`config.mk`:
```
export PLATFORM = sky130hd
export DESIGN_NAME = clock_ratio_generation
export DESIGN_NICKNAME = d
export VERILOG_FILES = /design/src/hdl/clock_ratio_pkg.sv /design/src/hdl/clock_ratio_generation.sv
export SDC_FILE = /design/constraint.sdc
export NUM_CORES = 1
export LEC_CHECK = 0
export BUFFER_PORTS_ARGS = -buffer_cell sky130_fd_sc_hd__buf_2
export CORE_MARGIN = 2
export CORE_UTILIZATION = 55
export DETAILED_ROUTE_END_ITERATION = 16
export PLACE_DENSITY = 0.84
export SYNTH_ARGS = -nofsm -noshare
export SYNTH_HDL_FRONTEND = slang
export SYNTH_SLANG_ARGS = --single-unit
```
`constraint.sdc`:
```
create_clock -name sys_clk_i -period 6.5 [get_ports sys_clk_i]
set_input_delay 0.975 -clock sys_clk_i [delete_from_list [all_inputs] [get_ports sys_clk_i]]
set_output_delay 0.975 -clock sys_clk_i [all_outputs]
set_load 0.03 [all_outputs]
```
`src/hdl/clock_ratio_pkg.sv`:
```
`default_nettype none
// Shared constants and types of the clock ratio block.
package clock_ratio_pkg;
  // Counts of outputs and of unit clocks.
  localparam int NUM_BUS_OUT = 3;
  localparam int NUM_UNITS = 5;
  localparam int SYNC_W = 36;
  // Register byte offsets.
  localparam logic [7:0] OCC_OFFSET = 8'h00;
  localparam logic [7:0] LBC_OFFSET = 8'h04;
  localparam logic [7:0] UCC_OFFSET = 8'h08;
  localparam logic [7:0] CFG_OFFSET = 8'h0C;
  // Values after reset.
  localparam logic [2:0] OCC_RESET = 3'h7;
  localparam logic [3:0] LBC_RESET = 4'h8;
  localparam logic [9:0] UCC_RESET = 10'h155;
  // Local bus divider codes.
  localparam logic [3:0] LB_DIV2 = 4'h2;
  localparam logic [3:0] LB_DIV4 = 4'h4;
  // Field positions inside the low reset configuration word.
  localparam int LB_RATIO_POS = 0;
  localparam int MEM_RATIO_POS = 1;
  localparam int MULT_LSB = 4;
  localparam int CORE_LSB = 8;
  // Cycles from reset release until the strap filters hold valid data.
  localparam logic [2:0] SYNC_WAIT = 3'h4;
  // Per-unit clock mode encoding.
  typedef enum logic [1:0] {
    UNIT_OFF = 2'h0,
    UNIT_FULL = 2'h1,
    UNIT_HALF = 2'h2,
    UNIT_THIRD = 2'h3
  } unit_mode_t;
  // Reset-time configuration held until the next reset.
  typedef struct packed {
    logic host_mode;
    logic no_halving;
    logic lb_ratio;
    logic mem_ratio;
    logic [3:0] sys_mult;
    logic [6:0] core_field;
  } reset_cfg_t;
  // Decoded ratios shown in the status register.
  typedef struct packed {
    logic cfg_error;
    logic core_bypass;
    logic [2:0] core_halves;
    logic [3:0] csb_ratio;
  } ratio_t;
endpackage : clock_ratio_pkg
`default_nettype wire

```
`src/hdl/clock_ratio_generation.sv`:
```
// Function
// - host strap picks host clock, else agent
// - host clock halved, strap picks sync output
// - each bus clock output has own enable
// - csb ratio is sync times divider times multiplier
// - system multiplier two through six
// - core multiplier one to three in halves
// - core clocked from system bus clock
// - multipliers come from low reset word
// - memory clock doubled optionally, halved outside
// - memory data at internal memory clock rate
// - local bus clock one or two times
// - external local bus clock half, quarter, eighth
// - units default full, off/full/half/third
// - unit ratios register programmable, pci full/off
// - multiplier codes 0010 to 0110, rest reserved
// - core ratio zero bypasses core multiplier
`timescale 1ns/1ns
`default_nettype none
module clock_ratio_generation (
  input wire logic sys_clk_i,
  input wire logic rst_i,
  input wire logic host_input_clock_i,
  input wire logic agent_clock_i,
  input wire logic host_mode_strap_i,
  input wire logic input_halving_strap_i,
  input wire logic [31:0] reset_config_word_low_i,
  input wire logic [7:0] paddr_i,
  input wire logic psel_i,
  input wire logic penable_i,
  input wire logic pwrite_i,
  input wire logic [31:0] pwdata_i,
  output logic [31:0] prdata_o,
  output logic pready_o,
  output logic pslverr_o,
  output logic primary_clock_o,
  output logic sync_clock_o,
  output logic [2:0] bus_clock_outputs_o,
  output logic csb_tick_o,
  output logic core_tick_o,
  output logic memory_bus_clock_o,
  output logic memory_bus_clock_n_o,
  output logic memory_data_tick_o,
  output logic [1:0] local_bus_clock_out_o,
  output logic [4:0] unit_clock_en_o,
  output logic [3:0] csb_ratio_o,
  output logic [2:0] core_halves_o,
  output logic core_bypass_o,
  output logic config_error_o
);

  //////////////////////////////////////////////////////////////////////////
  // Helper functions.

  // A bit moves only once the second and third sync stages agree.
  function automatic logic [35:0] agree(input logic [35:0] a,
                                        input logic [35:0] b,
                                        input logic [35:0] held);
    return (a & b) | (held & (a ^ b));
  endfunction : agree

  // Reload value of a unit divider: full 0, half 1, third 2.
  function automatic logic [1:0] unit_lim(input logic [1:0] mode);
    return (mode == clock_ratio_pkg::UNIT_OFF) ? 2'h0 : mode - 2'h1;
  endfunction : unit_lim

  // Half period of the external local bus clock in local bus ticks, less one.
  function automatic logic [1:0] lb_half(input logic [3:0] div);
    logic [1:0] r;
    r = 2'h3;
    if (div == clock_ratio_pkg::LB_DIV2)
      r = 2'h0;
    else if (div == clock_ratio_pkg::LB_DIV4)
      r = 2'h1;
    return r;
  endfunction : lb_half

  // Register address decode.
  function automatic logic mapped(input logic [7:0] a);
    return a == clock_ratio_pkg::OCC_OFFSET ||
           a == clock_ratio_pkg::LBC_OFFSET ||
           a == clock_ratio_pkg::UCC_OFFSET ||
           a == clock_ratio_pkg::CFG_OFFSET;
  endfunction : mapped

  //////////////////////////////////////////////////////////////////////////
  // Pin synchronisers.

  logic [35:0] raw; // All asynchronous pin inputs in one bundle.
  logic [35:0] s1_reg, s2_reg, s3_reg, filt_reg; // Sync stages, filter.
  logic [35:0] s1_next, s2_next, s3_next, filt_next;
  clock_ratio_pkg::reset_cfg_t pin_cfg; // Filtered strap view.
  logic host_f, agent_f; // Filtered clock pin levels.

  assign raw = {host_input_clock_i, agent_clock_i, host_mode_strap_i,
                input_halving_strap_i, reset_config_word_low_i};
  assign host_f = filt_reg[35];
  assign agent_f = filt_reg[34];
  assign pin_cfg = {filt_reg[33], filt_reg[32],
                    filt_reg[clock_ratio_pkg::LB_RATIO_POS],
                    filt_reg[clock_ratio_pkg::MEM_RATIO_POS],
                    filt_reg[clock_ratio_pkg::MULT_LSB +: 4],
                    filt_reg[clock_ratio_pkg::CORE_LSB +: 7]};

  // Three stages; only the second and third feed the filter.
  always_comb
  begin
    s1_next = raw;
    s2_next = s1_reg;
    s3_next = s2_reg;
    filt_next = agree(s2_reg, s3_reg, filt_reg);
  end

  // Sync registers.
  always_ff @(posedge sys_clk_i or posedge rst_i)
  begin
    if (rst_i)
    begin
      s1_reg <= 36'h0;
      s2_reg <= 36'h0;
      s3_reg <= 36'h0;
      filt_reg <= 36'h0;
    end
    else
    begin
      s1_reg <= s1_next;
      s2_reg <= s2_next;
      s3_reg <= s3_next;
      filt_reg <= filt_next;
    end
  end

  //////////////////////////////////////////////////////////////////////////
  // Reset configuration capture.

  typedef enum logic [1:0] {
    CFG_WAIT = 2'b00,
    CFG_LATCH = 2'b01,
    CFG_RUN = 2'b11
  } cfg_state_t;

  cfg_state_t state_reg, state_next; // Capture sequencer.
  logic [2:0] wait_reg, wait_next; // Settling counter.
  clock_ratio_pkg::reset_cfg_t cfg_reg, cfg_next; // Held straps.
  clock_ratio_pkg::ratio_t rat_reg, rat_next; // Decoded ratios.
  logic run; // Clocks run once configuration is held.
  logic [3:0] mult; // Shorthand for the filtered multiplier field.
  logic [6:0] cf; // Shorthand for the filtered core field.

  assign run = state_reg == CFG_RUN;
  assign mult = pin_cfg.sys_mult;
  assign cf = pin_cfg.core_field;

  // Straps are taken once after settling and then frozen.
  always_comb
  begin
    state_next = state_reg;
    wait_next = wait_reg;
    cfg_next = cfg_reg;
    rat_next = rat_reg;
    case (state_reg)
      CFG_WAIT:
      begin
        // Let the pin filters fill before trusting them.
        wait_next = wait_reg + 3'h1;
        if (wait_reg == clock_ratio_pkg::SYNC_WAIT)
          state_next = CFG_LATCH;
      end
      CFG_LATCH:
      begin
        cfg_next = pin_cfg;
        // Codes 2..6 valid, the rest reserved and flagged.
        rat_next.cfg_error = mult < 4'h2 || mult > 4'h6;
        // Ratio to the sync input doubles when the input was halved.
        rat_next.csb_ratio = pin_cfg.no_halving ? mult
                             : 4'(mult << 1);
        rat_next.core_bypass = cf[4:1] == 4'h0;
        rat_next.core_halves = 3'h2;
        if (cf[4:1] != 4'h0)
        begin
          // Core ratio in halves: field ratio twice plus half bit.
          rat_next.core_halves = 3'({cf[3:1], cf[0]});
          if (cf[6:5] == 2'h3 || cf[4:1] > 4'h3 ||
              (cf[4:1] == 4'h3 && cf[0]))
            rat_next.cfg_error = 1'b1;
        end
        state_next = CFG_RUN;
      end
      CFG_RUN:
        state_next = CFG_RUN;
      default:
        state_next = CFG_WAIT;
    endcase
  end

  // Capture registers.
  always_ff @(posedge sys_clk_i or posedge rst_i)
  begin
    if (rst_i)
    begin
      state_reg <= CFG_WAIT;
      wait_reg <= 3'h0;
      cfg_reg <= '0;
      rat_reg <= '0;
    end
    else
    begin
      state_reg <= state_next;
      wait_reg <= wait_next;
      cfg_reg <= cfg_next;
      rat_reg <= rat_next;
    end
  end

  //////////////////////////////////////////////////////////////////////////
  // Register file over APB; one wait state on every access.

  logic [2:0] occ_reg, occ_next; // Bus clock output enables.
  logic [3:0] lbc_reg, lbc_next; // Local bus divider field.
  logic [9:0] ucc_reg, ucc_next; // Two mode bits per unit.
  logic ack_reg, ack_next;
  logic err_reg, err_next;
  logic [31:0] rd_reg, rd_next;
  logic acc; // Access phase.

  assign acc = psel_i && penable_i;

  // Answer in the second access cycle; writes land on that edge.
  always_comb
  begin
    occ_next = occ_reg;
    lbc_next = lbc_reg;
    ucc_next = ucc_reg;
    ack_next = 1'b0;
    err_next = err_reg;
    rd_next = rd_reg;
    if (acc && !ack_reg)
    begin
      ack_next = 1'b1;
      err_next = !mapped(paddr_i);
      rd_next = 32'h0;
      case (paddr_i)
        clock_ratio_pkg::OCC_OFFSET: rd_next = {29'h0, occ_reg};
        clock_ratio_pkg::LBC_OFFSET: rd_next = {28'h0, lbc_reg};
        clock_ratio_pkg::UCC_OFFSET: rd_next = {22'h0, ucc_reg};
        clock_ratio_pkg::CFG_OFFSET: rd_next = {8'h0, rat_reg, cfg_reg};
        default: rd_next = 32'h0;
      endcase
    end
    else if (acc && ack_reg && pwrite_i)
    begin
      // Status word is read only; writes to it are dropped.
      case (paddr_i)
        clock_ratio_pkg::OCC_OFFSET: occ_next = pwdata_i[2:0];
        clock_ratio_pkg::LBC_OFFSET: lbc_next = pwdata_i[3:0];
        clock_ratio_pkg::UCC_OFFSET:
        begin
          ucc_next = pwdata_i[9:0];
          // The PCI and DMA group knows only off or full.
          if (pwdata_i[9:8] != clock_ratio_pkg::UNIT_OFF)
            ucc_next[9:8] = clock_ratio_pkg::UNIT_FULL;
        end
        default: ucc_next = ucc_reg;
      endcase
    end
  end

  // Register file flops.
  always_ff @(posedge sys_clk_i or posedge rst_i)
  begin
    if (rst_i)
    begin
      occ_reg <= clock_ratio_pkg::OCC_RESET;
      lbc_reg <= clock_ratio_pkg::LBC_RESET;
      ucc_reg <= clock_ratio_pkg::UCC_RESET;
      ack_reg <= 1'b0;
      err_reg <= 1'b0;
      rd_reg <= 32'h0;
    end
    else
    begin
      occ_reg <= occ_next;
      lbc_reg <= lbc_next;
      ucc_reg <= ucc_next;
      ack_reg <= ack_next;
      err_reg <= err_next;
      rd_reg <= rd_next;
    end
  end

  //////////////////////////////////////////////////////////////////////////
  // Primary clock, PCI sync clock and its gated copies.

  logic prim_reg, prim_next;
  logic host_prev_reg, host_prev_next; // For host clock rise detect.
  logic half_reg, half_next; // Host clock divided by two.
  logic sync_reg, sync_next;
  logic [2:0] bus_reg, bus_next;

  // Host mode drives the sync clock; agent mode leaves it low.
  always_comb
  begin
    prim_next = cfg_reg.host_mode ? host_f : agent_f;
    host_prev_next = host_f;
    half_next = half_reg;
    if (run && cfg_reg.host_mode && host_f && !host_prev_reg)
      half_next = !half_reg;
    sync_next = 1'b0;
    if (run && cfg_reg.host_mode)
      sync_next = cfg_reg.no_halving ? host_f : half_reg;
    bus_next = {3{sync_reg}} & occ_reg;
    if (!run)
      prim_next = 1'b0;
  end

  // Sync clock flops.
  always_ff @(posedge sys_clk_i or posedge rst_i)
  begin
    if (rst_i)
    begin
      prim_reg <= 1'b0;
      host_prev_reg <= 1'b0;
      half_reg <= 1'b0;
      sync_reg <= 1'b0;
      bus_reg <= 3'h0;
    end
    else
    begin
      prim_reg <= prim_next;
      host_prev_reg <= host_prev_next;
      half_reg <= half_next;
      sync_reg <= sync_next;
      bus_reg <= bus_next;
    end
  end

  //////////////////////////////////////////////////////////////////////////
  // Derived clocks; the system clock stands for twice the csb rate.

  logic phase_reg, phase_next; // Csb tick on every second edge.
  logic csb_reg, csb_next;
  logic memclk_reg, memclk_next;
  logic memclk_n_reg, memclk_n_next; // Own flop for the complement pin.
  logic ddr_reg, ddr_next;
  logic lbout_reg, lbout_next;
  logic [1:0] lbcnt_reg, lbcnt_next;
  logic [1:0] lbhp_reg, lbhp_next; // Active local bus half period.
  logic [1:0] ucnt_reg [5];
  logic [1:0] ucnt_next [5];
  logic [1:0] umode_reg [5];
  logic [1:0] umode_next [5];
  logic [4:0] uen_reg, uen_next;
  logic csb_t, ddr_t, lbc_t; // Ticks of csb, memory and local bus.

  assign csb_t = run && phase_reg;
  assign ddr_t = run && (cfg_reg.mem_ratio || phase_reg);
  assign lbc_t = run && (cfg_reg.lb_ratio || phase_reg);

  // Unit dividers switch ratio only at a period boundary, the local bus divider at a half-period boundary; never mid-pulse.
  always_comb
  begin
    phase_next = run && !phase_reg;
    csb_next = csb_t;
    ddr_next = ddr_t;
    memclk_next = ddr_t ? !memclk_reg : memclk_reg;
    memclk_n_next = !memclk_next;
    lbout_next = lbout_reg;
    lbcnt_next = lbcnt_reg;
    lbhp_next = lbhp_reg;
    if (lbc_t)
    begin
      lbcnt_next = lbcnt_reg + 2'h1;
      if (lbcnt_reg == lbhp_reg)
      begin
        lbout_next = !lbout_reg;
        lbcnt_next = 2'h0;
        lbhp_next = lb_half(lbc_reg);
      end
    end
    uen_next = 5'h0;
    for (int i = 0; i < 5; i++)
    begin
      ucnt_next[i] = ucnt_reg[i];
      umode_next[i] = umode_reg[i];
      if (csb_t)
      begin
        if (ucnt_reg[i] == 2'h0)
        begin
          // New ratio taken at the start of a unit period.
          umode_next[i] = ucc_reg[2*i +: 2];
          uen_next[i] = ucc_reg[2*i +: 2] != clock_ratio_pkg::UNIT_OFF;
          ucnt_next[i] = (unit_lim(ucc_reg[2*i +: 2]) == 2'h0) ? 2'h0
                         : 2'h1;
        end
        else
          ucnt_next[i] = (ucnt_reg[i] == unit_lim(umode_reg[i])) ? 2'h0
                         : ucnt_reg[i] + 2'h1;
      end
    end
  end

  // Derived clock flops.
  always_ff @(posedge sys_clk_i or posedge rst_i)
  begin
    if (rst_i)
    begin
      phase_reg <= 1'b0;
      csb_reg <= 1'b0;
      memclk_reg <= 1'b0;
      memclk_n_reg <= 1'b1;
      ddr_reg <= 1'b0;
      lbout_reg <= 1'b0;
      lbcnt_reg <= 2'h0;
      lbhp_reg <= 2'h3;
      uen_reg <= 5'h0;
      for (int i = 0; i < 5; i++)
      begin
        ucnt_reg[i] <= 2'h0;
        umode_reg[i] <= 2'h1;
      end
    end
    else
    begin
      phase_reg <= phase_next;
      csb_reg <= csb_next;
      memclk_reg <= memclk_next;
      memclk_n_reg <= memclk_n_next;
      ddr_reg <= ddr_next;
      lbout_reg <= lbout_next;
      lbcnt_reg <= lbcnt_next;
      lbhp_reg <= lbhp_next;
      uen_reg <= uen_next;
      for (int i = 0; i < 5; i++)
      begin
        ucnt_reg[i] <= ucnt_next[i];
        umode_reg[i] <= umode_next[i];
      end
    end
  end

  //////////////////////////////////////////////////////////////////////////
  // Outputs, all straight from flops.

  assign prdata_o = rd_reg;
  assign pready_o = ack_reg;
  assign pslverr_o = err_reg;
  assign primary_clock_o = prim_reg;
  assign sync_clock_o = sync_reg;
  assign bus_clock_outputs_o = bus_reg;
  assign csb_tick_o = csb_reg;
  assign core_tick_o = csb_reg;
  assign memory_bus_clock_o = memclk_reg;
  assign memory_bus_clock_n_o = memclk_n_reg;
  assign memory_data_tick_o = ddr_reg;
  assign local_bus_clock_out_o = {2{lbout_reg}};
  assign unit_clock_en_o = uen_reg;
  assign csb_ratio_o = rat_reg.csb_ratio;
  assign core_halves_o = rat_reg.core_halves;
  assign core_bypass_o = rat_reg.core_bypass;
  assign config_error_o = rat_reg.cfg_error;

endmodule : clock_ratio_generation
`default_nettype wire

```
## Word-level counts from Yosys, hierarchy flattened

Cells that the tools add are included.

| word-level totals | value |
|---|---|
| word-level logic and storage cells | 209 |
| register bits | 266 |
| output and inout bits | 60 |

| operators by class | value |
|---|---|
| add/subtract/negate cells | 17 |
| order comparisons | 3 |
| reductions and logical operators | 68 |
| multiplexer cells | 52 |
| equality and inequality tests | 17 |
| bitwise gates (word level) | 6 |

Operator list:

| cell | count |
|---|---|
| one-hot mux 24 bit (4 select lines) | 1 |
| AND 36 bit | 2 |
| two-way mux 2 bit | 25 |
| zero test 2 bit | 21 |
| bitwise OR 36 bit | 1 |
| bitwise XOR 36 bit | 1 |
| two-way mux 1 bit | 23 |
| subtractor 2 x 1 -> 2 bit (second input constant) | 10 |
| == test 8 x 4 -> 1 bit (second input constant) | 2 |
| adder 2 x 1 -> 2 bit (second input constant) | 6 |
| == test 2 bit | 6 |
| logical AND 1 bit | 12 |
| AND reduction 2 bit | 6 |
| nonzero test 2 bit | 6 |
| AND reduction 3 bit | 3 |
| == test 4 x 2 -> 1 bit (second input constant) | 2 |
| == test 8 x 3 -> 1 bit (second input constant) | 1 |
| zero test 1 bit | 8 |
| zero test 8 bit | 1 |
| logical OR 1 bit | 8 |
| == test 2 bit (second input constant) | 2 |
| == test 4 x 3 -> 1 bit (second input constant) | 1 |
| > comparator 4 x 2 -> 1 bit (second input constant) | 1 |
| > comparator 4 x 3 -> 1 bit (second input constant) | 1 |
| 13 further kinds | 13 |

## Logic depth before layout (Yosys ltp)

Gate-level depths: netlist of run 1.

| logic depth | value |
|---|---|
| depth after elaboration | 5 |
| depth in mapped cells | 6 |

## Least setup slack after synthesis of run 1

OpenSTA, ideal clock, no wires.

| timing | value |
|---|---|
| path kind | input-to-reg |
| start | input port paddr_i[3] |
| end | register ucc_reg[1] |
| slack | 4328 ps |
| cell stages on the path | 5 |
| arrival | 2047 ps |
| cell sequence | buf_4 nor3b_1 and4b_1 buf_6 mux2_2 |

| on the way | value |
|---|---|
| word-level cells in the longest chain between the ends | 2 |

RTL lines:

| item | line | source |
|---|---|---|
| from (decl) | clock_ratio_generation.sv:28 | `input wire logic [7:0] paddr_i,` |
| == test 8 x 4 -> 1 bit | clock_ratio_generation.sv:253 | `case (paddr_i)` |
| AND reduction 3 bit (no source line) | n/a |  |
| to (signal assigned) | clock_ratio_generation.sv:275 | `ucc_reg <= clock_ratio_pkg::UCC_RESET;` |
| to (signal assigned) | clock_ratio_generation.sv:284 | `ucc_reg <= ucc_next;` |
| to (decl) | clock_ratio_generation.sv:220 | `logic [9:0] ucc_reg, ucc_next;` |

No other way between the ends.
A chain may end at the register's enable or synchronous reset.

## Worst setup path after layout of run 1

Ends and elaborated chain as after synthesis.

==> results of run 1 <==
==> critical path, stage by stage <==
cell and delay [ns]:
buf_2 0.16, nor3b_1 0.40, and4b_1 0.61, mux2_2 0.40
==> metal layers <==
| metal | global-route usage (%) | vias to the layer above |
|---|---|---|
| met5 | 0 | - |
| met4 | 8.96 | 0 |
| met3 | 4.70 | 33 |
| met2 | 34.7 | 185 |
| met1 | 28.0 | 2313 |
| li1 | - | 2134 |
==> layout by cell type, fill, tap and decap left out, types with 2 or more instances in the layout <==
cell type	n
dfstp_2	17
ha_1	24
inv_1	16
a222oi_1	5
nand4_1	3
buf_2	91
a31oi_1	7
clkinv_2	4
conb_1	8
o22ai_1	5
nor2_1	32
bufinv_16	3
o21ai_0	26
dfrtp_1	165
a22o_1	6
a21o_1	17
nand3b_1	2
and3_1	2
o31ai_1	6
buf_4	3
mux2_2	28
xnor2_1	3
nand2b_1	7
and2_1	3
clkbuf_1	4
nand2_1	115
and2b_1	2
o211ai_1	9
nor4_1	2
mux2i_1	12
nand3_1	8
nor3b_1	2
o21bai_1	2
clkbuf_16	17
mux4_2	3
xor2_1	5
clkbuf_8	2
==> synth_stat cells, types with 2 or more instances <==
library cell,number
mux4_2,3
mux2i_1,12
and2b_1,2
and3_1,2
buf_2,5
nor3b_1,2
o21bai_1,2
dfstp_2,17
xor2_1,5
o22ai_1,5
nor2_1,32
a22o_1,6
buf_1,2
a21o_1,17
a222oi_1,5
and2_1,3
nand3b_1,2
dfrtp_1,165
ha_1,24
nand2b_1,7
nor4_1,2
buf_4,16
o211ai_1,9
a31oi_1,7
clkbuf_1,6
inv_1,17
nand2_1,115
o21ai_0,26
nand4_1,3
mux2_2,28
nand3_1,8
o31ai_1,6
xnor2_1,3
==> cell type report <==
type / count / area, µm² / share of cell area, %
clock buffers: 23 / 468 / 5.69
clock inverters: 9 / 126 / 1.54
inverters: 19 / 76.3 / 0.928
multi-input cells: 351 / 2280 / 27.8
flip-flops and latches: 182 / 4580 / 55.6
well taps: 172 / 215 / 2.62
repair buffers: 94 / 478 / 5.81
==> logic make-up (layout without fill, tap and decap cells) <==
kind of cell / after synthesis / count (layout)
flip-flops: 182 / 182
multiplexers: 43 / 43
adder cells (fa/ha/maj): 24 / 24
XOR/XNOR: 8 / 8
buffers and inverters: 49 / 145
AND/OR/NAND/NOR: 184 / 184
AO/OA/AOI/OAI: 84 / 84
other: 1 / 8
==> how the worst max path moves through the flow <==
| stage | start | end | slack [ns] | cells after the start |
|---|---|---|---|---|
| 2_1_floorplan | rst_i | bus_clock_outputs_o[0] | 0.61 | 1 |
| 3_3_place_gp | rst_i | s1_reg[35] | 3.77 | 3 |
| 3_5_place_dp | rst_i | s1_reg[35] | 3.72 | 3 |
| 4_1_cts | rst_i | ucc_reg[1] | 4.18 | 3 |
| 5_1_grt | rst_i | s2_reg[34] | 3.90 | 3 |
| 6_report | paddr_i[3] | ucc_reg[1] | 4.24 | 4 |
==> power by group through the flow <==
stage	combinational, mW	sequential, mW	clock, mW
4_1_cts	0.222	1.26	1.04
5_1_grt	0.240	1.27	1.09
3_5_place_dp	0.218	1.28	0
2_1_floorplan	0.135	1.30	0
3_3_place_gp	0.208	1.28	0
6_report	0.218	1.26	1.03
==> stage by stage <==
step	hold WS [ns]	instance area (µm²)	utilization, %
floorplan	0.331	7120	-
global placement	0.332	7630	60.5
detailed placement	0.335	7630	60.5
CTS	0.348	8220	65.2
global route	0.353	8220	65.2
finish	0.346	8220	65.2
==> results.sh, run 1 <==
export IMPL_status="completed"
export IMPL_yosysTopAreaCell="dfrtp_1"
export IMPL_firstDrtPassIters=6
export IMPL_dp_cells=818
export IMPL_synth_edff_count=0
export IMPL_n_antenna_cell=0
export IMPL_top_layer_used="met4"
export IMPL_gp_congestion=0.847
export IMPL_ant_nets=0
export IMPL_ys_warn_count=0
export IMPL_numClockSinks=182
export IMPL_fmax_mhz=443
export IMPL_p_seq_share_pct=50.2
export IMPL_drt_met1_wl_um=6110
export IMPL_synth_simple_area_share_pct=11.5
export IMPL_worstReg2RegStart="state_reg[1]"
export IMPL_grt_usage_pct=21.3
export IMPL_cp_end_kind="register"
export IMPL_drc=0
export IMPL_peakVddDrop_v=0.000196
export IMPL_synth_xor_area_share_pct=0.988
export IMPL_post_cts_buffers=0
export IMPL_async_flop_share_pct=100
export IMPL_p_clk_share_pct=41.1
export IMPL_hold_viol_final=0
export IMPL_cts_tree="built"
export IMPL_timing_final_ws_setup_ns=4.24
export IMPL_fillers=919
export IMPL_die_w_um=118
export IMPL_core_area_mm2=0.0126
export IMPL_synthAdderAreaFrac_pct=4.24
export IMPL_p_int_mw=1.90
export IMPL_rsz0062_at_grt="no"
export IMPL_p_sw_mw=0.607
export IMPL_synth_distinct_cells=44
export IMPL_synthTopCellsByArea="dfrtp_1, dfstp_2, nand2_1"
export IMPL_synth_area_mm2=0.00709
export IMPL_grt_overflow=0
export IMPL_clockBufferDepth=2
export IMPL_cts_inserted_buffers=17
export IMPL_r2r_setup_slack_ns=4.41
export IMPL_largest_reg_flops=24
export IMPL_finalCritPeriodShare_pct=34.7
export IMPL_p_total_mw=2.51
export IMPL_drt_total_wl_um=14100
export IMPL_clock_skew_ns=0.00724
export IMPL_htreeDepth=4
export IMPL_num_vias=4665
export IMPL_holdPathEnd="s2_reg[35]"
export IMPL_layout_min_cycle_time_ns=2.26
export IMPL_critPathLaunchType="primary input"
export IMPL_layout_cells_non_filler=850
export IMPL_grt_antenna_before_repair=0
export IMPL_hold_path_class="register to register"
export IMPL_ys_seq_area_share_pct=64.5
export IMPL_cts_resized=0
export IMPL_min_from="s1_reg[35]"
export IMPL_synth_mux_area_share_pct=7.09
export IMPL_dp_slack_ns=3.72
export IMPL_drv_slew=0
export IMPL_avgRoutedWirePerCell_um=16.6
export IMPL_synth_ff_type="dfrtp_1"
export IMPL_pwr_share_comb_pct=8.7
export IMPL_worstPathRequired_ns=6.80
export IMPL_num_rows=41
export IMPL_io_buffers=91
export IMPL_syn_area_per_cell_um2=12.3
export IMPL_worstPathArrival_ns=2.56
export IMPL_grt_pass1_wl_um=23200
export IMPL_hpwlAfterDp_um=9570
export IMPL_grt_max_degree=108
export IMPL_cts_root_buf="clkbuf_16"
export IMPL_synth_top_family_by_area="simple AND/OR/NAND/NOR gates"
export IMPL_start_util_pct=56.2
export IMPL_cp_max_fo=10
export IMPL_wl_met2_um=6880
export IMPL_power_density_mw_per_mm2=305
export IMPL_p_sw_share_pct=24.2
export IMPL_grt_pass1_vias=4607
export IMPL_finalSetupTns_ns=0
export IMPL_worstSkewPairLatency_ns=0.43
export IMPL_drt_iter0_drc=325
export IMPL_dieArea_mm2=0.0138
export IMPL_cts_hold_buffers=0
export IMPL_max_cap_violations=0
export IMPL_viasPerCell=5.49
export IMPL_yosys_register_bits=182
export IMPL_relSlewSlack_pct=35.5
export IMPL_io_pins=141
export IMPL_power_leakage_nw=4.12
export IMPL_die_h_um=118
export IMPL_reg2reg_depth=4
export IMPL_routed_wl_met3_um=809
export IMPL_post_synth_top_area_fraction_pct=58.2
export IMPL_hold_depth=0
export IMPL_tightestPinTransition_ns=0.968
export IMPL_syn_inst=575
export IMPL_synth_compound_area_share_pct=8.01
export IMPL_worstSetupPathType="primary input to register"
export IMPL_fin_nets=770
export IMPL_area_growth_pct=16.0
export IMPL_setup_violations=0
export IMPL_worstReg2RegEnd="umode_reg[9]"
export IMPL_drive_gt1_share_pct=25.7
export IMPL_path_clk_slew_ns=0.06
Power figures use the tool's default switching activity.
==> run 2, diff against run 1 <==
CORE_UTILIZATION = 49   (was 55)
PLACE_DENSITY = 0.79   (was 0.84)
clock period = 1.9 ns   (was 6.5 ns; I/O delays follow)
==> results.sh, run 2 (same netlist as run 1, synthesis figures left out) <==
export IMPL_area_growth_pct=20.5
export IMPL_gp_congestion=0.830
export IMPL_fillers=1083
export IMPL_core_area_mm2=0.0140
export IMPL_avgRoutedWirePerCell_um=16.6
export IMPL_n_antenna_cell=0
export IMPL_path_clk_slew_ns=0.07
export IMPL_peakVddDrop_v=0.000662
export IMPL_layout_cells_non_filler=885
export IMPL_status="completed"
export IMPL_multiInputGateArea_mm2=0.00228
export IMPL_grt_pass1_vias=4921
export IMPL_relSlewSlack_pct=66.9
export IMPL_rsz0062_at_grt="no"
export IMPL_cts_inserted_buffers=17
export IMPL_finalSetupTns_ns=0
export IMPL_num_rows=43
export IMPL_ant_nets=0
export IMPL_clockBufferDepth=2
export IMPL_worstPathArrival_ns=2.09
export IMPL_power_density_mw_per_mm2=1030
export IMPL_die_h_um=124
export IMPL_hold_path_class="primary input to register"
export IMPL_drive_gt1_share_pct=26.5
export IMPL_seq_area_mm2=0.00458
export IMPL_fmax_mhz=579
export IMPL_io_buffers=91
export IMPL_cts_tree="built"
export IMPL_hpwlAfterDp_um=10200
export IMPL_grt_pass1_wl_um=24500
export IMPL_tightestPinTransition_ns=0.493
export IMPL_drv_slew=0
export IMPL_start_util_pct=50.7
export IMPL_worstSetupPathType="register to register"
export IMPL_dp_cells=836
export IMPL_grt_max_degree=84
export IMPL_cp_end_kind="register"
export IMPL_fin_nets=798
export IMPL_layout_min_cycle_time_ns=1.73
export IMPL_finalCritPeriodShare_pct=90.9
export IMPL_cp_max_fo=10
export IMPL_viasPerCell=5.38
export IMPL_cts_root_buf="clkbuf_16"
export IMPL_num_vias=4760
export IMPL_final_common_cell="dfrtp_1"
export IMPL_worstPathRequired_ns=2.26
export IMPL_clock_skew_ns=0.00846
export IMPL_setup_violations=0
export IMPL_drt_total_wl_um=14700
export IMPL_grt_overflow=0
export IMPL_htreeDepth=4
export IMPL_layout_common_cells="dfrtp_1, nand2_1, buf_2, nor2_1, mux2_2"
export IMPL_critPathLaunchType="register"
export IMPL_grt_usage_pct=20.0
export IMPL_hold_viol_final=0
export IMPL_drt_iter0_drc=480
export IMPL_firstDrtPassIters=7
export IMPL_max_cap_violations=0
export IMPL_drc=0
export IMPL_worstSkewPairLatency_ns=0.43
export IMPL_dieArea_mm2=0.0154
export IMPL_numClockSinks=182
export IMPL_fin_util_pct=61.1
export IMPL_largest_reg_flops=24
export IMPL_grt_antenna_before_repair=0
export IMPL_io_pins=141
export IMPL_power_leakage_nw=4.26
export IMPL_die_w_um=124
-- run 2: cell types whose count changed in the layout (fill, tap and decap cells not counted) --
cell / change
dlygate4sd3_1: +18
buf_4: +8
clkbuf_1: -4
buf_12: +2
clkinvlp_4: +2
bufinv_16: +1
clkinv_2: -1
clkinv_4: +1
-- run 2: metrics by stage --
stage | total power, mW | hold slack (ns) | cell area (µm²) | setup WS, ns
after detailed placement | 5.15 | 0.288 | 7740 | 0.168
after global routing | 9.15 | 0.0857 | 8550 | 0.0306
after global placement | 5.09 | 0.284 | 7740 | 0.273
after CTS | 8.88 | 0.0710 | 8550 | 0.167
final | 8.83 | 0.0829 | 8550 | 0.173
after floorplan | 4.90 | 0.316 | 7120 | -0.708
-- run 2: area by class of cell --
cell class / count / share of cell area [%]
Inverter: 19 / 0.878
Tap cell: 180 / 2.64
Clock buffer: 19 / 5.30
Clock inverter: 12 / 2.06
Multi-Input combinational cell: 351 / 26.7
Sequential cell: 182 / 53.5
Timing Repair Buffer: 122 / 8.87
-- run 2: worst max-delay path: stages, from the launching register on --
cell and delay (ns):
dfrtp_1 0.54, o211ai_1 0.24, nor3_1 0.48, mux2_2 0.39
-- run 2: path summary, 6_finish.rpt --
path | start | to | slack, ns | depth (start not counted)
max | state_reg[0] | lbhp_reg[0] | 0.17 | 3
min reg2reg | s1_reg[34] | s2_reg[34] | 0.34 | 0
min in group asynchronous | rst_i | s1_reg[32] | 0.38 | 3
max in group asynchronous | rst_i | umode_reg[2] | 0.77 | 4
max reg2reg | state_reg[0] | lbhp_reg[0] | 0.17 | 3
min | pwdata_i[5] | ucc_reg[5] | 0.08 | 2
-- run 2: timing repair --
item | in CTS | in global routing
setup buffers | 0 | 0
endpoints found under the hold margin | 29 | 0
gates resized for setup | 0 | 0
endpoints found under the setup margin | 0 | 0
hold buffers | 18 | 0
-- run 2: where the power goes --
part | switching [mW] | internal [mW]
logic | 0.491 | 0.292
registers | 0.198 | 4.12
clock network | 1.46 | 2.26
-- run 2: metal layers --
layer | up-vias | global-route usage (%) | wire length, µm
met5 | - | 0 | 0
met4 | 0 | 7.20 | 285
met3 | 28 | 5.58 | 872
met2 | 158 | 33.2 | 7510
met1 | 2392 | 25.3 | 6050
li1 | 2182 | - | -
==> run 3, diff against run 2 <==
CORE_UTILIZATION = 55   (was 49)
PLACE_DENSITY = 0.84   (was 0.79)
clock period = 2.2 ns   (was 1.9 ns; I/O delays follow)
==> results.sh, run 3 (same netlist as run 1, synthesis figures left out) <==
export IMPL_peakVddDrop_v=0.000460
export IMPL_hpwlAfterDp_um=10300
export IMPL_grt_overflow=0
export IMPL_layout_common_cells="dfrtp_1, nand2_1, buf_2, nor2_1, mux2_2"
export IMPL_drc=0
export IMPL_layout_cells_non_filler=883
export IMPL_fin_nets=803
export IMPL_numClockSinks=182
export IMPL_drive_gt1_share_pct=27.3
export IMPL_drt_iter0_drc=439
export IMPL_cts_resized=0
export IMPL_gp_congestion=0.862
export IMPL_critPathSlowestCell="dfrtp_1"
export IMPL_relSlewSlack_pct=44.7
export IMPL_die_h_um=118
export IMPL_critPathLaunchType="register"
export IMPL_power_density_mw_per_mm2=859
export IMPL_cts_root_buf="clkbuf_16"
export IMPL_crit_chain="nand3_4, clkinv_1, nand2_1, mux2_2"
export IMPL_grt_max_degree=32
export IMPL_post_cts_buffers=0
export IMPL_io_buffers=91
export IMPL_worstSkewPairLatency_ns=0.43
export IMPL_finalSetupTns_ns=0
export IMPL_drt_total_wl_um=14600
export IMPL_worstReg2RegStart="state_reg[0]"
export IMPL_die_w_um=118
export IMPL_fillers=890
export IMPL_dieArea_mm2=0.0138
export IMPL_cts_tree="built"
export IMPL_area_growth_pct=20.6
export IMPL_cp_num_buf_inv=1
export IMPL_cp_end_kind="register"
export IMPL_max_cap_violations=0
export IMPL_grt_usage_pct=22.2
export IMPL_final_common_cell="dfrtp_1"
export IMPL_clock_skew_ns=0.00604
export IMPL_dp_cells=834
export IMPL_worstPathRequired_ns=2.52
export IMPL_clockBufferDepth=2
export IMPL_place_area_mm2=0.00781
export IMPL_r2r_setup_slack_ns=0.33
export IMPL_ant_nets=0
export IMPL_largest_reg_flops=24
export IMPL_rsz0062_at_grt="no"
export IMPL_design_area_mm2=0.00855
export IMPL_grt_pass1_wl_um=24000
export IMPL_hold_path_class="primary input to async pin"
export IMPL_grt_pass1_vias=4921
export IMPL_status="completed"
export IMPL_num_vias=4794
export IMPL_n_antenna_cell=0
export IMPL_power_leakage_nw=4.26
export IMPL_reg2reg_depth=4
export IMPL_hold_viol_final=0
export IMPL_cp_max_fo=17
export IMPL_cts_inserted_buffers=17
export IMPL_tightestPinTransition_ns=0.828
export IMPL_num_rows=41
export IMPL_finalCritPeriodShare_pct=85.0
export IMPL_avgRoutedWirePerCell_um=16.5
export IMPL_io_pins=141
export IMPL_path_delay_family="flip-flops"
export IMPL_firstDrtPassIters=8
export IMPL_setup_violations=0
export IMPL_path_clk_slew_ns=0.07
export IMPL_grt_antenna_before_repair=0
export IMPL_cts_hold_buffers=17
export IMPL_worstReg2RegEnd="umode_reg[1]"
export IMPL_worstPathArrival_ns=2.19
export IMPL_fmax_mhz=535
export IMPL_viasPerCell=5.43
export IMPL_layout_min_cycle_time_ns=1.87
export IMPL_core_area_mm2=0.0126
export IMPL_critical_path_max_stage_delay_ns=0.51
export IMPL_worst_hold_slack_ns=0.0669
export IMPL_start_util_pct=56.2
export IMPL_drv_slew=0
export IMPL_worstSetupPathType="register to register"
export IMPL_htreeDepth=4
export IMPL_p_total_mw=7.35
[run 3: layer usage]
| metal | share of wire [%] | wire, µm | track usage [%] |
|---|---|---|---|
| met5 | 0 | 0 | 0 |
| met4 | 2.3 | 342 | 9.86 |
| met3 | 5.7 | 835 | 4.70 |
| met2 | 50 | 7320 | 37.1 |
| met1 | 42 | 6070 | 28.1 |
[run 3: worst max path at each step]
stage                  from                      to  cells past startpoint
6_report       state_reg[0]            umode_reg[1]                      4
5_1_grt        state_reg[1]            umode_reg[1]                      4
2_1_floorplan         rst_i  bus_clock_outputs_o[0]                      1
3_5_place_dp     paddr_i[3]              ucc_reg[3]                      5
3_3_place_gp     paddr_i[3]              ucc_reg[7]                      5
4_1_cts        state_reg[1]            umode_reg[1]                      4
[run 3: layout make-up]
class | instances | area (µm²) | area share [%]
inverters | 19 | 75.1 | 0.878
clock inverters | 15 | 148 | 1.73
multi-input cells | 351 | 2280 | 26.7
flip-flops and latches | 182 | 4580 | 53.5
clock buffers | 17 | 425 | 4.97
repair buffers | 127 | 831 | 9.71
well taps | 172 | 215 | 2.52
[run 3: through the flow]
stage	util [%]	setup WS (ns)
after floorplan	-	-0.453
after CTS	67.8	0.340
final	67.8	0.330
after global placement	61.9	0.341
after detailed placement	61.9	0.269
after global routing	67.8	0.211
[run 3: report_power, final]
| part | internal, mW | total [mW] | switching [mW] |
|---|---|---|---|
| Sequential | 3.56 | 3.73 | 0.174 |
| Combinational | 0.267 | 0.697 | 0.430 |
| Clock | 1.58 | 2.92 | 1.33 |
| Total | 5.41 | 7.35 | 1.94 |
